[config.mk]
export PLATFORM = sky130hd
export DESIGN_NAME = aca_instr_ctrl
export DESIGN_NICKNAME = d
export VERILOG_FILES = /design/src/verilog/aca_pkg.sv /design/src/verilog/aca_instr_ctrl.sv
export VERILOG_INCLUDE_DIRS = /design/src /design/src/verilog
export SDC_FILE = /design/constraint.sdc
export NUM_CORES = 1
export LEC_CHECK = 0
export BUFFER_PORTS_ARGS = -buffer_cell sky130_fd_sc_hd__buf_2
export CAP_MARGIN = 20
export CORE_ASPECT_RATIO = 1.75
export CORE_MARGIN = 3
export CORE_UTILIZATION = 58
export CTS_BUF_LIST = sky130_fd_sc_hd__clkbuf_2 sky130_fd_sc_hd__clkbuf_4 sky130_fd_sc_hd__clkbuf_8
export CTS_CLUSTER_SIZE = 10
export DETAILED_ROUTE_END_ITERATION = 8
export PLACE_DENSITY = 0.84
export SLEW_MARGIN = 20
export SYNTH_ARGS = -nofsm -noshare
export SYNTH_HDL_FRONTEND = slang
export SYNTH_SLANG_ARGS = --single-unit
[constraint.sdc]
create_clock -name pclk -period 6 [get_ports pclk]
set_input_delay 0.3 -clock pclk [delete_from_list [all_inputs] [get_ports pclk]]
set_output_delay 0.3 -clock pclk [all_outputs]
set_load 0.03 [all_outputs]
[src/verilog/aca_consts.svh]
// Constants for the asynchronous adapter instruction control: offsets, fields, codes and timing.
`ifndef ACA_CONSTS_SVH
`define ACA_CONSTS_SVH
`define CLK_KHZ          64'd125000
`define CLK_HZ           32'd125000000
`define LONG_TIMEOUT_MS  64'd14000
`define LONG_TIMEOUT_CYC (`LONG_TIMEOUT_MS * `CLK_KHZ)
`define REV_DROP_MS      64'd500
`define REV_DROP_CYC     (`REV_DROP_MS * `CLK_KHZ)
`define REG_CTRL         8'h00
`define REG_INFO         8'h04
`define REG_STATION      8'h08
`define CTRL_IO_RESET    0
`define INIT_COUNT       3'h3
`define DIAL_COUNT       3'h1
`define HANGUP_COUNT     3'h2
`define REV_OFF_MIN      3'h5
`define INIT_ARC_BIT     6
`define INIT_EVEN_BIT    4
`define INIT_SF_BIT      3
`define ST_FIXED         7'h20
`define ST_FAULT_BIT     2
`define ST_FLAG_BIT      1
`define ST_ERROR_BIT     0
`define TSC_END_BIT      2
`define TSC_PAR_BIT      3
`define CODE_ETX         7'h03
`define CODE_EOT         7'h04
`define CODE_ENQ         7'h05
`define CODE_ACK         7'h06
`define CODE_DLE         7'h10
`define CODE_NAK         7'h15
`define CODE_ETB         7'h17
`define CTRL_CODE_MASK   7'h3F
`define RATE_150         32'd150
`define RATE_300         32'd300
`define RATE_600         32'd600
`define RATE_1200        32'd1200
`define RATE_1800        32'd1800
`endif

[src/verilog/aca_pkg.sv]
// Types shared by the adapter instruction control.
package aca_pkg;
	typedef enum logic [7:0] {
		ST_IDLE   = 8'h01,
		ST_INIT   = 8'h02,
		ST_CTRLTX = 8'h04,
		ST_HUNT   = 8'h08,
		ST_RECV   = 8'h10,
		ST_WRITE  = 8'h20,
		ST_DIAL   = 8'h40,
		ST_DONE   = 8'h80
	} ctl_state_e;
	typedef enum logic [1:0] {
		OP_READ  = 2'h0,
		OP_WRITE = 2'h1,
		OP_RDCTL = 2'h2,
		OP_WRCTL = 2'h3
	} op_e;
endpackage : aca_pkg

[src/verilog/aca_instr_ctrl.sv]
// Instruction control of the asynchronous serial communications adapter with an APB register port.
`timescale 1ns/100ps
`include "aca_consts.svh"

module aca_instr_ctrl #(
	parameter logic [31:0] TIMEOUT_CYC = 32'(`LONG_TIMEOUT_CYC), // Inactivity timeout in cycles.
	parameter logic [31:0] REVDROP_CYC = 32'(`REV_DROP_CYC)      // Reverse-channel drop length.
) (
	input  wire logic        pclk,               // Clock, 125 MHz.
	input  wire logic        presetn,            // Asynchronous reset, active low.
	input  wire logic        psel,               // APB select.
	input  wire logic        penable,            // APB enable.
	input  wire logic        pwrite,             // APB direction.
	input  wire logic [7:0]  paddr,              // APB byte address.
	input  wire logic [31:0] pwdata,             // APB write data.
	output logic             pready,             // APB ready.
	output logic      [31:0] prdata,             // APB read data.
	output logic             pslverr,            // APB error on unmapped address.
	input  wire logic        instr_valid,        // Select character strobe.
	input  wire logic [6:0]  instr_char,         // Select character bits 7..1.
	input  wire logic        mem_valid,          // Character from memory strobe.
	input  wire logic [6:0]  mem_char,           // Character from memory.
	input  wire logic        last_char_flag,     // Processor count exhausted.
	output logic             output_request,     // Adapter wants memory characters.
	output logic             mem_wr_valid,       // Character to memory strobe.
	output logic      [6:0]  mem_wr_char,        // Character to memory.
	output logic             io_busy_flag,       // Instruction in progress.
	output logic             status_valid,       // Status character strobe.
	output logic      [6:0]  status_char,        // Status character bits 7..1.
	output logic             tx_valid,           // Character to serializer strobe.
	output logic      [6:0]  tx_char,            // Character to serializer.
	input  wire logic        tx_ready,           // Serializer can take a character.
	input  wire logic        rx_valid,           // Received character strobe.
	input  wire logic [6:0]  rx_char,            // Received character.
	input  wire logic        rx_error,           // Framing or parity error on it.
	output logic             bit_tick,           // One pulse per bit time.
	output logic             even_parity,        // Parity sense for the serializer.
	output logic             store_forward_mode, // Store-forward mode selected.
	input  wire logic        modem_ready,        // Data set ready pin.
	input  wire logic        carrier_on,         // Carrier detect pin.
	input  wire logic        dialer_active,      // Dial card busy pin.
	input  wire logic        abandon_call_retry, // Calling unit gave up pin.
	output logic             reverse_channel,    // Reverse-channel signal.
	output logic             dial_start,         // Start dialing pulse.
	output logic             hang_up             // Disconnect pulse.
);
	// Pin synchronisers, two flops each.
	logic [3:0] pin_meta_q;
	logic [3:0] pin_sync_q;
	logic       carrier_prev_q;
	always_ff @(posedge pclk or negedge presetn) begin
		if (!presetn) begin
			pin_meta_q     <= 4'h0;
			pin_sync_q     <= 4'h0;
			carrier_prev_q <= 1'b0;
		end else begin
			pin_meta_q     <= {abandon_call_retry, dialer_active, carrier_on, modem_ready};
			pin_sync_q     <= pin_meta_q;
			carrier_prev_q <= pin_sync_q[1];
		end
	end
	logic modem_ok, dialing, abandon, carrier_drop;
	assign modem_ok     = pin_sync_q[0];
	assign dialing      = pin_sync_q[2];
	assign abandon      = pin_sync_q[3];
	assign carrier_drop = carrier_prev_q & ~pin_sync_q[1];

	// Divider value for a rate code; unused codes give no tick.
	function automatic logic [31:0] rate_div(input logic [2:0] code);
		unique case (code)
			3'h1:    rate_div = `CLK_HZ / `RATE_150;
			3'h2:    rate_div = `CLK_HZ / `RATE_300;
			3'h3:    rate_div = `CLK_HZ / `RATE_600;
			3'h4:    rate_div = `CLK_HZ / `RATE_1200;
			3'h5:    rate_div = `CLK_HZ / `RATE_1800;
			default: rate_div = 32'h0;
		endcase
	endfunction : rate_div

	// True for the ASCII codes that end a normal read.
	function automatic logic is_end_code(input logic [6:0] c);
		is_end_code = (c == `CODE_ETB) || (c == `CODE_ETX) || (c == `CODE_ENQ) ||
			(c == `CODE_ACK) || (c == `CODE_NAK) || (c == `CODE_EOT);
	endfunction : is_end_code

	// APB slave with one wait state; writes to the control word with bit 0 set act as an I/O reset.
	logic io_reset_req;
	assign io_reset_req = psel && penable && pwrite && !pready && (paddr == `REG_CTRL) &&
		pwdata[`CTRL_IO_RESET];

	aca_pkg::ctl_state_e state_q;
	logic        init_done_q;
	logic [6:0]  init_char_q;
	logic [6:0]  station_id_q;
	logic [6:0]  last_status_q;

	always_ff @(posedge pclk or negedge presetn) begin
		if (!presetn) begin
			pready  <= 1'b0;
			prdata  <= 32'h0;
			pslverr <= 1'b0;
		end else begin
			pready  <= psel && penable && !pready;
			pslverr <= 1'b0;
			prdata  <= 32'h0;
			if (psel && penable && !pready) begin
				unique case (paddr)
					`REG_CTRL:    prdata <= 32'h0;
					`REG_INFO:    prdata <= {16'h0, state_q, init_done_q, init_char_q};
					`REG_STATION: prdata <= {17'h0, last_status_q, 1'b0, station_id_q};
					default:      pslverr <= 1'b1;
				endcase
			end
		end
	end

	// Initialization parameters, kept until a new init or a reset.
	logic init_take;
	always_ff @(posedge pclk or negedge presetn) begin
		if (!presetn) begin
			init_done_q <= 1'b0;
			init_char_q <= 7'h0;
		end else if (init_take) begin
			init_done_q <= 1'b1;
			init_char_q <= mem_char;
		end else if (io_reset_req) begin
			init_done_q <= 1'b0;
			init_char_q <= 7'h0;
		end
	end
	assign even_parity        = init_char_q[`INIT_EVEN_BIT];
	assign store_forward_mode = init_char_q[`INIT_SF_BIT];

	// Bit-rate divider producing the bit enable.
	logic [31:0] rate_cnt_q;
	always_ff @(posedge pclk or negedge presetn) begin
		if (!presetn) begin
			rate_cnt_q <= 32'h0;
			bit_tick   <= 1'b0;
		end else begin
			bit_tick <= 1'b0;
			if (rate_div(init_char_q[2:0]) == 32'h0 || !init_done_q) begin
				rate_cnt_q <= 32'h0;
			end else if (rate_cnt_q >= rate_div(init_char_q[2:0]) - 32'h1) begin
				rate_cnt_q <= 32'h0;
				bit_tick   <= 1'b1;
			end else begin
				rate_cnt_q <= rate_cnt_q + 32'h1;
			end
		end
	end

	// Reverse channel: timed drop after carrier loss, or held off by write-control.
	logic [31:0] rev_cnt_q;
	logic        rev_hold_q;
	logic        rev_off_req;
	always_ff @(posedge pclk or negedge presetn) begin
		if (!presetn) begin
			rev_cnt_q  <= 32'h0;
			rev_hold_q <= 1'b0;
		end else begin
			if (carrier_drop && init_done_q && init_char_q[`INIT_ARC_BIT]) begin
				rev_cnt_q <= REVDROP_CYC;
			end else if (rev_cnt_q != 32'h0) begin
				rev_cnt_q <= rev_cnt_q - 32'h1;
			end
			if (rev_off_req) begin
				rev_hold_q <= 1'b1;
			end else if (instr_valid && !dialing && state_q == aca_pkg::ST_IDLE) begin
				rev_hold_q <= 1'b0;
			end
		end
	end
	always_ff @(posedge pclk or negedge presetn) begin
		if (!presetn) begin
			reverse_channel <= 1'b0;
		end else begin
			reverse_channel <= init_done_q && !rev_hold_q && (rev_cnt_q == 32'h0);
		end
	end

	// Instruction sequencer.
	aca_pkg::op_e op_q;
	logic [2:0] cnt_q;
	logic       ctrl_ff_q;
	logic       dle_seen_q, end_seen_q;
	logic       fault_q, flag_q, error_q, par_err_q;
	logic       tsc_pending_q;
	logic [31:0] idle_cnt_q;
	logic       timed_out;
	logic       xfer_mem;
	logic       op_active;
	aca_pkg::op_e new_op;

	assign new_op    = aca_pkg::op_e'(instr_char[5:4]);
	assign op_active = (state_q == aca_pkg::ST_CTRLTX) || (state_q == aca_pkg::ST_HUNT) ||
		(state_q == aca_pkg::ST_RECV) || (state_q == aca_pkg::ST_WRITE);
	assign timed_out = op_active && (idle_cnt_q >= TIMEOUT_CYC - 32'h1);
	assign xfer_mem  = (output_request && mem_valid) || mem_wr_valid;
	assign init_take = (state_q == aca_pkg::ST_INIT) && output_request && mem_valid;
	assign rev_off_req = (state_q == aca_pkg::ST_IDLE) && instr_valid && !dialing && init_done_q &&
		(new_op == aca_pkg::OP_WRCTL) && (instr_char[2:0] >= `REV_OFF_MIN);

	// Inactivity timer, suspended during a reverse-channel drop.
	always_ff @(posedge pclk or negedge presetn) begin
		if (!presetn) begin
			idle_cnt_q <= 32'h0;
		end else if (!op_active || xfer_mem || rx_valid) begin
			idle_cnt_q <= 32'h0;
		end else if (rev_cnt_q == 32'h0) begin
			idle_cnt_q <= idle_cnt_q + 32'h1;
		end
	end

	// Main control flow.
	always_ff @(posedge pclk or negedge presetn) begin
		if (!presetn) begin
			state_q        <= aca_pkg::ST_IDLE;
			op_q           <= aca_pkg::OP_READ;
			cnt_q          <= 3'h0;
			ctrl_ff_q      <= 1'b0;
			dle_seen_q     <= 1'b0;
			end_seen_q     <= 1'b0;
			fault_q        <= 1'b0;
			flag_q         <= 1'b0;
			error_q        <= 1'b0;
			par_err_q      <= 1'b0;
			tsc_pending_q  <= 1'b0;
			station_id_q   <= 7'h0;
			last_status_q  <= 7'h0;
			output_request <= 1'b0;
			mem_wr_valid   <= 1'b0;
			mem_wr_char    <= 7'h0;
			io_busy_flag   <= 1'b0;
			status_valid   <= 1'b0;
			status_char    <= 7'h0;
			tx_valid       <= 1'b0;
			tx_char        <= 7'h0;
			dial_start     <= 1'b0;
			hang_up        <= 1'b0;
		end else begin
			mem_wr_valid <= 1'b0;
			status_valid <= 1'b0;
			tx_valid     <= 1'b0;
			dial_start   <= 1'b0;
			hang_up      <= 1'b0;
			if (rx_valid && rx_error && (state_q == aca_pkg::ST_RECV)) begin
				error_q   <= 1'b1;
				par_err_q <= 1'b1;
			end
			unique case (state_q)
				aca_pkg::ST_IDLE: begin
					if (instr_valid && !dialing) begin
						op_q         <= new_op;
						cnt_q        <= instr_char[2:0];
						ctrl_ff_q    <= (new_op == aca_pkg::OP_RDCTL);
						dle_seen_q   <= 1'b0;
						end_seen_q   <= 1'b0;
						{fault_q, flag_q, error_q, par_err_q} <= 4'h0;
						io_busy_flag <= 1'b1;
						state_q      <= aca_pkg::ST_DONE;
						if (new_op == aca_pkg::OP_WRCTL && instr_char[2:0] == `INIT_COUNT) begin
							output_request <= 1'b1;
							state_q        <= aca_pkg::ST_INIT;
						end else if (!init_done_q) begin
							flag_q <= 1'b1;
						end else if (new_op == aca_pkg::OP_WRCTL) begin
							if (instr_char[2:0] == `DIAL_COUNT) begin
								dial_start <= 1'b1;
								state_q    <= aca_pkg::ST_DIAL;
							end
							hang_up <= (instr_char[2:0] == `HANGUP_COUNT);
						end else if (instr_char[2:0] != 3'h0) begin
							output_request <= 1'b1;
							state_q        <= aca_pkg::ST_CTRLTX;
						end else if (new_op == aca_pkg::OP_WRITE) begin
							output_request <= 1'b1;
							state_q        <= aca_pkg::ST_WRITE;
						end else if (new_op == aca_pkg::OP_RDCTL) begin
							state_q <= aca_pkg::ST_HUNT;
						end else begin
							state_q <= aca_pkg::ST_RECV;
						end
					end
				end
				aca_pkg::ST_INIT: begin
					if (mem_valid) begin
						output_request <= 1'b0;
						state_q        <= aca_pkg::ST_DONE;
					end
				end
				aca_pkg::ST_CTRLTX: begin
					if (timed_out || !modem_ok) begin
						fault_q        <= 1'b1;
						output_request <= 1'b0;
						state_q        <= aca_pkg::ST_DONE;
					end else if (mem_valid && tx_ready) begin
						if (ctrl_ff_q) begin
							station_id_q <= mem_char;
							ctrl_ff_q    <= 1'b0;
						end else begin
							tx_valid <= 1'b1;
							tx_char  <= mem_char & `CTRL_CODE_MASK;
						end
						cnt_q <= cnt_q - 3'h1;
						if (cnt_q == 3'h1) begin
							if (op_q == aca_pkg::OP_WRITE) begin
								state_q <= aca_pkg::ST_WRITE;
							end else begin
								output_request <= 1'b0;
								state_q <= (op_q == aca_pkg::OP_RDCTL) ? aca_pkg::ST_HUNT : aca_pkg::ST_RECV;
							end
						end
					end
				end
				aca_pkg::ST_WRITE: begin
					if (timed_out || !modem_ok) begin
						fault_q        <= 1'b1;
						output_request <= 1'b0;
						state_q        <= aca_pkg::ST_DONE;
					end else if (mem_valid && tx_ready) begin
						tx_valid <= 1'b1;
						tx_char  <= mem_char;
					end else if (last_char_flag) begin
						output_request <= 1'b0;
						state_q        <= aca_pkg::ST_DONE;
					end
				end
				aca_pkg::ST_HUNT: begin
					if (timed_out) begin
						fault_q <= 1'b1;
						state_q <= aca_pkg::ST_DONE;
					end else if (rx_valid && !ctrl_ff_q && rx_char == station_id_q) begin
						mem_wr_valid <= 1'b1;
						mem_wr_char  <= rx_char;
						state_q      <= aca_pkg::ST_RECV;
					end
				end
				aca_pkg::ST_RECV: begin
					if (timed_out) begin
						fault_q <= 1'b1;
						state_q <= aca_pkg::ST_DONE;
					end else if (rx_valid) begin
						mem_wr_valid <= 1'b1;
						mem_wr_char  <= rx_char;
						dle_seen_q   <= (rx_char == `CODE_DLE) && !dle_seen_q;
						if (dle_seen_q || is_end_code(rx_char)) begin
							end_seen_q <= 1'b1;
							state_q    <= aca_pkg::ST_DONE;
						end
					end else if (last_char_flag) begin
						flag_q  <= 1'b1;
						state_q <= aca_pkg::ST_DONE;
					end
				end
				aca_pkg::ST_DIAL: begin
					if (abandon) begin
						error_q <= 1'b1;
						state_q <= aca_pkg::ST_DONE;
					end else if (last_char_flag) begin
						state_q <= aca_pkg::ST_DONE;
					end
				end
				aca_pkg::ST_DONE: begin
					if (error_q && !flag_q && store_forward_mode && !tsc_pending_q) begin
						tsc_pending_q <= 1'b1;
						mem_wr_valid  <= 1'b1;
						mem_wr_char   <= (7'h01 << `TSC_END_BIT) & {7{end_seen_q}} |
							(7'h01 << `TSC_PAR_BIT) & {7{par_err_q}};
					end else begin
						tsc_pending_q <= 1'b0;
						io_busy_flag  <= 1'b0;
						status_valid  <= 1'b1;
						if (flag_q) begin
							status_char   <= `ST_FIXED | (7'h01 << `ST_FLAG_BIT);
							last_status_q <= `ST_FIXED | (7'h01 << `ST_FLAG_BIT);
						end else begin
							status_char   <= `ST_FIXED | (7'(fault_q) << `ST_FAULT_BIT) |
								(7'(error_q) << `ST_ERROR_BIT);
							last_status_q <= `ST_FIXED | (7'(fault_q) << `ST_FAULT_BIT) |
								(7'(error_q) << `ST_ERROR_BIT);
						end
						state_q <= aca_pkg::ST_IDLE;
					end
				end
				default: state_q <= aca_pkg::ST_IDLE;
			endcase
		end
	end
endmodule : aca_instr_ctrl

==> results_dict.tcl <==
set metrics [dict create \
    dpl_cell_area_um2 11000 \
    crit_path_end_kind "register" \
    synth_top_family_by_area "simple AND/OR/NAND/NOR gates" \
    core_um2 17600 \
    async_reset_ff_frac 1.00 \
    worst_pin_slew_ns 1.05 \
    dr.pass1.iters 5 \
    hold_viol_final 0 \
    cts_tree "yes" \
    cp_max_fo 21 \
    fmax_mhz 206 \
    antenna_found_initial 0 \
    status "finished clean" \
    fin_crit_ns 4.86 \
    cts.repair.resized 0 \
    synth-main-ff-cell "dfrtp_1" \
    relSlewSlack 0.299 \
    power.leakage_nw 5.33 \
    final_cell_area_um2 11600 \
    clkTransAtPathRegs_ns 0.10 \
    wl_um 26000 \
    die_x_um 108 \
    synthMuxAreaShare 0.0203 \
    synth_area_um2 10500 \
    yosysUniqueCellTypes 80 \
    drive_gt1_frac 0.141 \
    grt_pass1_vias 8828 \
    ctsHtreeMaxLevel 4 \
    dpl.hpwl_um 19300 \
    required_ns 6.40 \
    grt_max_degree 113 \
    cap_violations 0 \
    grt_pass1_wl_um 42500 \
    diodes 0 \
    power_density_nw_per_um2 337 \
    cts.sinks 187 \
    path_class "reg2reg" \
    num_io_pins 142 \
    cts_buffer_depth 2 \
    clkLatencyLatePin_ns 0.49 \
    synth-edff-count 0 \
    cts_buffers 17 \
    syn_avg_cell_area_um2 9.23 \
    fp-row-count 64 \
    synth_compound_area_frac 0.120 \
    power_w 0.00390 \
    setup_viol 0 \
    overflow 0 \
    place.gp.congestion 0.959 \
    fp.dieH_um 184 \
    nNetsFinal 1339 \
    drcViolationCount 0 \
    synthXorXnorAreaFrac 0.0760 \
    slew_violations 0 \
    grt_use_total 0.270 \
    seq_area_frac_synth 0.446 \
    io_buffer_count 89 \
    synth_fa_ha_area_frac 0.0561 \
    dr.first_iter.drc_count 508 \
    start_util 0.595 \
    syn2layout_area_growth_pct 10.2 \
    ys_ff_latch 187 \
    rsz0062_at_grt "false" \
    cp.arrival_ns 5.27 \
    dieArea_um2 19800 \
    fin_util 0.656 \
    vias_per_cell 6.05 \
    min_path_type "in2reg" \
    skew_ns 0.0147 \
    routedWlPerCell_um 17.8 \
    tns_ns 0 \
    yosys.area_share.simple 0.237 \
    num_vias 8827 \
    yosysWarnings 0 \
    synthCells 1136 \
    timing.final.crit_share 0.810 \
    antenna_left 0 \
    cts-root-buf "clkbuf_8" \
    crit_path_start_kind "register" \
    vdd_drop_max_uv 208 \
]
-- power by group --
part | internal (W) | switching, W | total, W
logic | 0.000492 | 0.000821 | 0.00131
registers | 0.00142 | 0.000195 | 0.00161
clock network | 0.000509 | 0.000460 | 0.000969
-- cell usage after synthesis (all sizes together), types with 6 or more instances --
master	number	share of area
dfrtp	186	0.44
nor2	157	0.056
nand2	106	0.038
xnor2	62	0.052
o21ai	54	0.026
ha	47	0.056
nand3	44	0.021
a21oi	42	0.020
nor3	42	0.020
inv	41	0.015
clkbuf	29	0.011
xor2	29	0.024
buf	27	0.018
nor4	23	0.018
and3	21	0.013
nand4	21	0.013
mux2	18	0.019
or3	16	0.011
nand2b	14	0.0083
a22oi	13	0.0093
nor2b	13	0.0078
or4	11	0.0087
a211oi	9	0.0069
a22o	9	0.0075
a31oi	9	0.0054
a21o	8	0.0057
or2	7	0.0042
nor3b	6	0.0043
o22ai	6	0.0036
-- path summary, 6_finish.rpt --
| check | start | end | slack (ns) | cells past startpoint |
|---|---|---|---|---|
| min in group asynchronous | presetn | rate_cnt_q[17] | 0.49 | 2 |
| hold / removal | mem_char[4] | init_char_q[4] | 0.07 | 2 |
| setup / recovery | init_char_q[2] | rate_cnt_q[24] | 1.14 | 15 |
| setup reg to reg | init_char_q[2] | rate_cnt_q[24] | 1.14 | 15 |
| max in group asynchronous | presetn | pin_sync_q[0] | 4.04 | 3 |
| hold reg to reg | pin_meta_q[0] | pin_sync_q[0] | 0.36 | 0 |
-- repair_timing --
item	4_1_cts	5_1_grt
buffers inserted	0	0
endpoints found under the hold margin	112	0
hold buffers	5	0
-- layer usage --
layer,share of wire,wire length (um),track usage,vias to the layer above
li1,-,-,-,4127
met1,0.36,9310,0.301,4281
met2,0.53,13900,0.479,324
met3,0.055,1430,0.0464,95
met4,0.052,1350,0.153,0
met5,0,0,0,-
-- layout by cell type, fill, tap and decap left out, types with 5 or more instances in the layout --
| master | instances |
|---|---|
| dfrtp_1 | 186 |
| nor2_1 | 156 |
| nand2_1 | 106 |
| buf_2 | 88 |
| xnor2_1 | 62 |
| o21ai_0 | 54 |
| ha_1 | 47 |
| nand3_1 | 44 |
| nor3_1 | 42 |
| a21oi_1 | 42 |
| inv_1 | 41 |
| xor2_1 | 29 |
| and3_1 | 21 |
| nand4_1 | 21 |
| nor4_1 | 19 |
| conb_1 | 19 |
| clkbuf_8 | 19 |
| mux2_2 | 18 |
| nand2b_1 | 14 |
| a22oi_1 | 13 |
| nor2b_1 | 13 |
| or3_1 | 10 |
| a31oi_1 | 9 |
| a22o_1 | 9 |
| a211oi_1 | 8 |
| or4_1 | 8 |
| a21o_1 | 8 |
| or2_2 | 6 |
| o22ai_1 | 6 |
| nor3b_1 | 5 |
| or3_2 | 5 |
| bufinv_16 | 5 |
| dlygate4sd3_1 | 5 |
| buf_4 | 5 |
-- sequential cells by signal, summed over array words and instances (netlist names), 2 cells and up --
| signal | cells |
|---|---|
| op_q | 2 |
| pin_meta_q | 4 |
| mem_wr_char | 7 |
| last_status_q | 4 |
| pin_sync_q | 4 |
| rev_cnt_q | 32 |
| idle_cnt_q | 32 |
| cnt_q | 3 |
| tx_char | 7 |
| init_char_q | 7 |
| state_q | 8 |
| rate_cnt_q | 32 |
| station_id_q | 7 |
| prdata | 16 |
-- cell type report --
type | instances | area (um^2)
inverter | 43 | 161
tap | 231 | 289
multi-input combinational | 868 | 5420
fill | 1496 | 6060
timing repair buffer | 99 | 542
sequential | 187 | 4680
clock inverter | 14 | 213
clock buffer | 18 | 248
-- per-stage QoR --
stage          instances  setup WS, ns  hold WS (ns)
2_1_floorplan       1154          1.88       0.00441
3_3_place_gp        1423          1.36         0.333
3_5_place_dp        1423          1.30         0.336
4_1_cts             1460          1.25        0.0585
5_1_grt             1460         0.580        0.0750
6_report            1460          1.14        0.0749
-- cell families after synthesis --
group | count (synthesis)
and+or+nand+nor | 499
xor gates and xnor gates | 91
other | 1
AOI/OAI and AO/OA | 193
muxes | 19
adders and majority gates | 47
buffers and inverters | 99
DFF | 187
-- critical path, stage by stage, from the launching register on --
cell and delay, ns:
dfrtp_1 0.73, inv_1 0.38, ha_1 0.50, mux2i_1 0.23
nor2_1 0.06, a221oi_1 0.49, or2_2 0.23, o21ai_0 0.07
a211oi_1 0.46, ha_1 0.34, a21oi_1 0.13, o21ai_0 0.13
o41ai_1 0.46, nand3_1 0.18, buf_4 0.25, nor2_1 0.13
(Power assumes the default switching activity.)
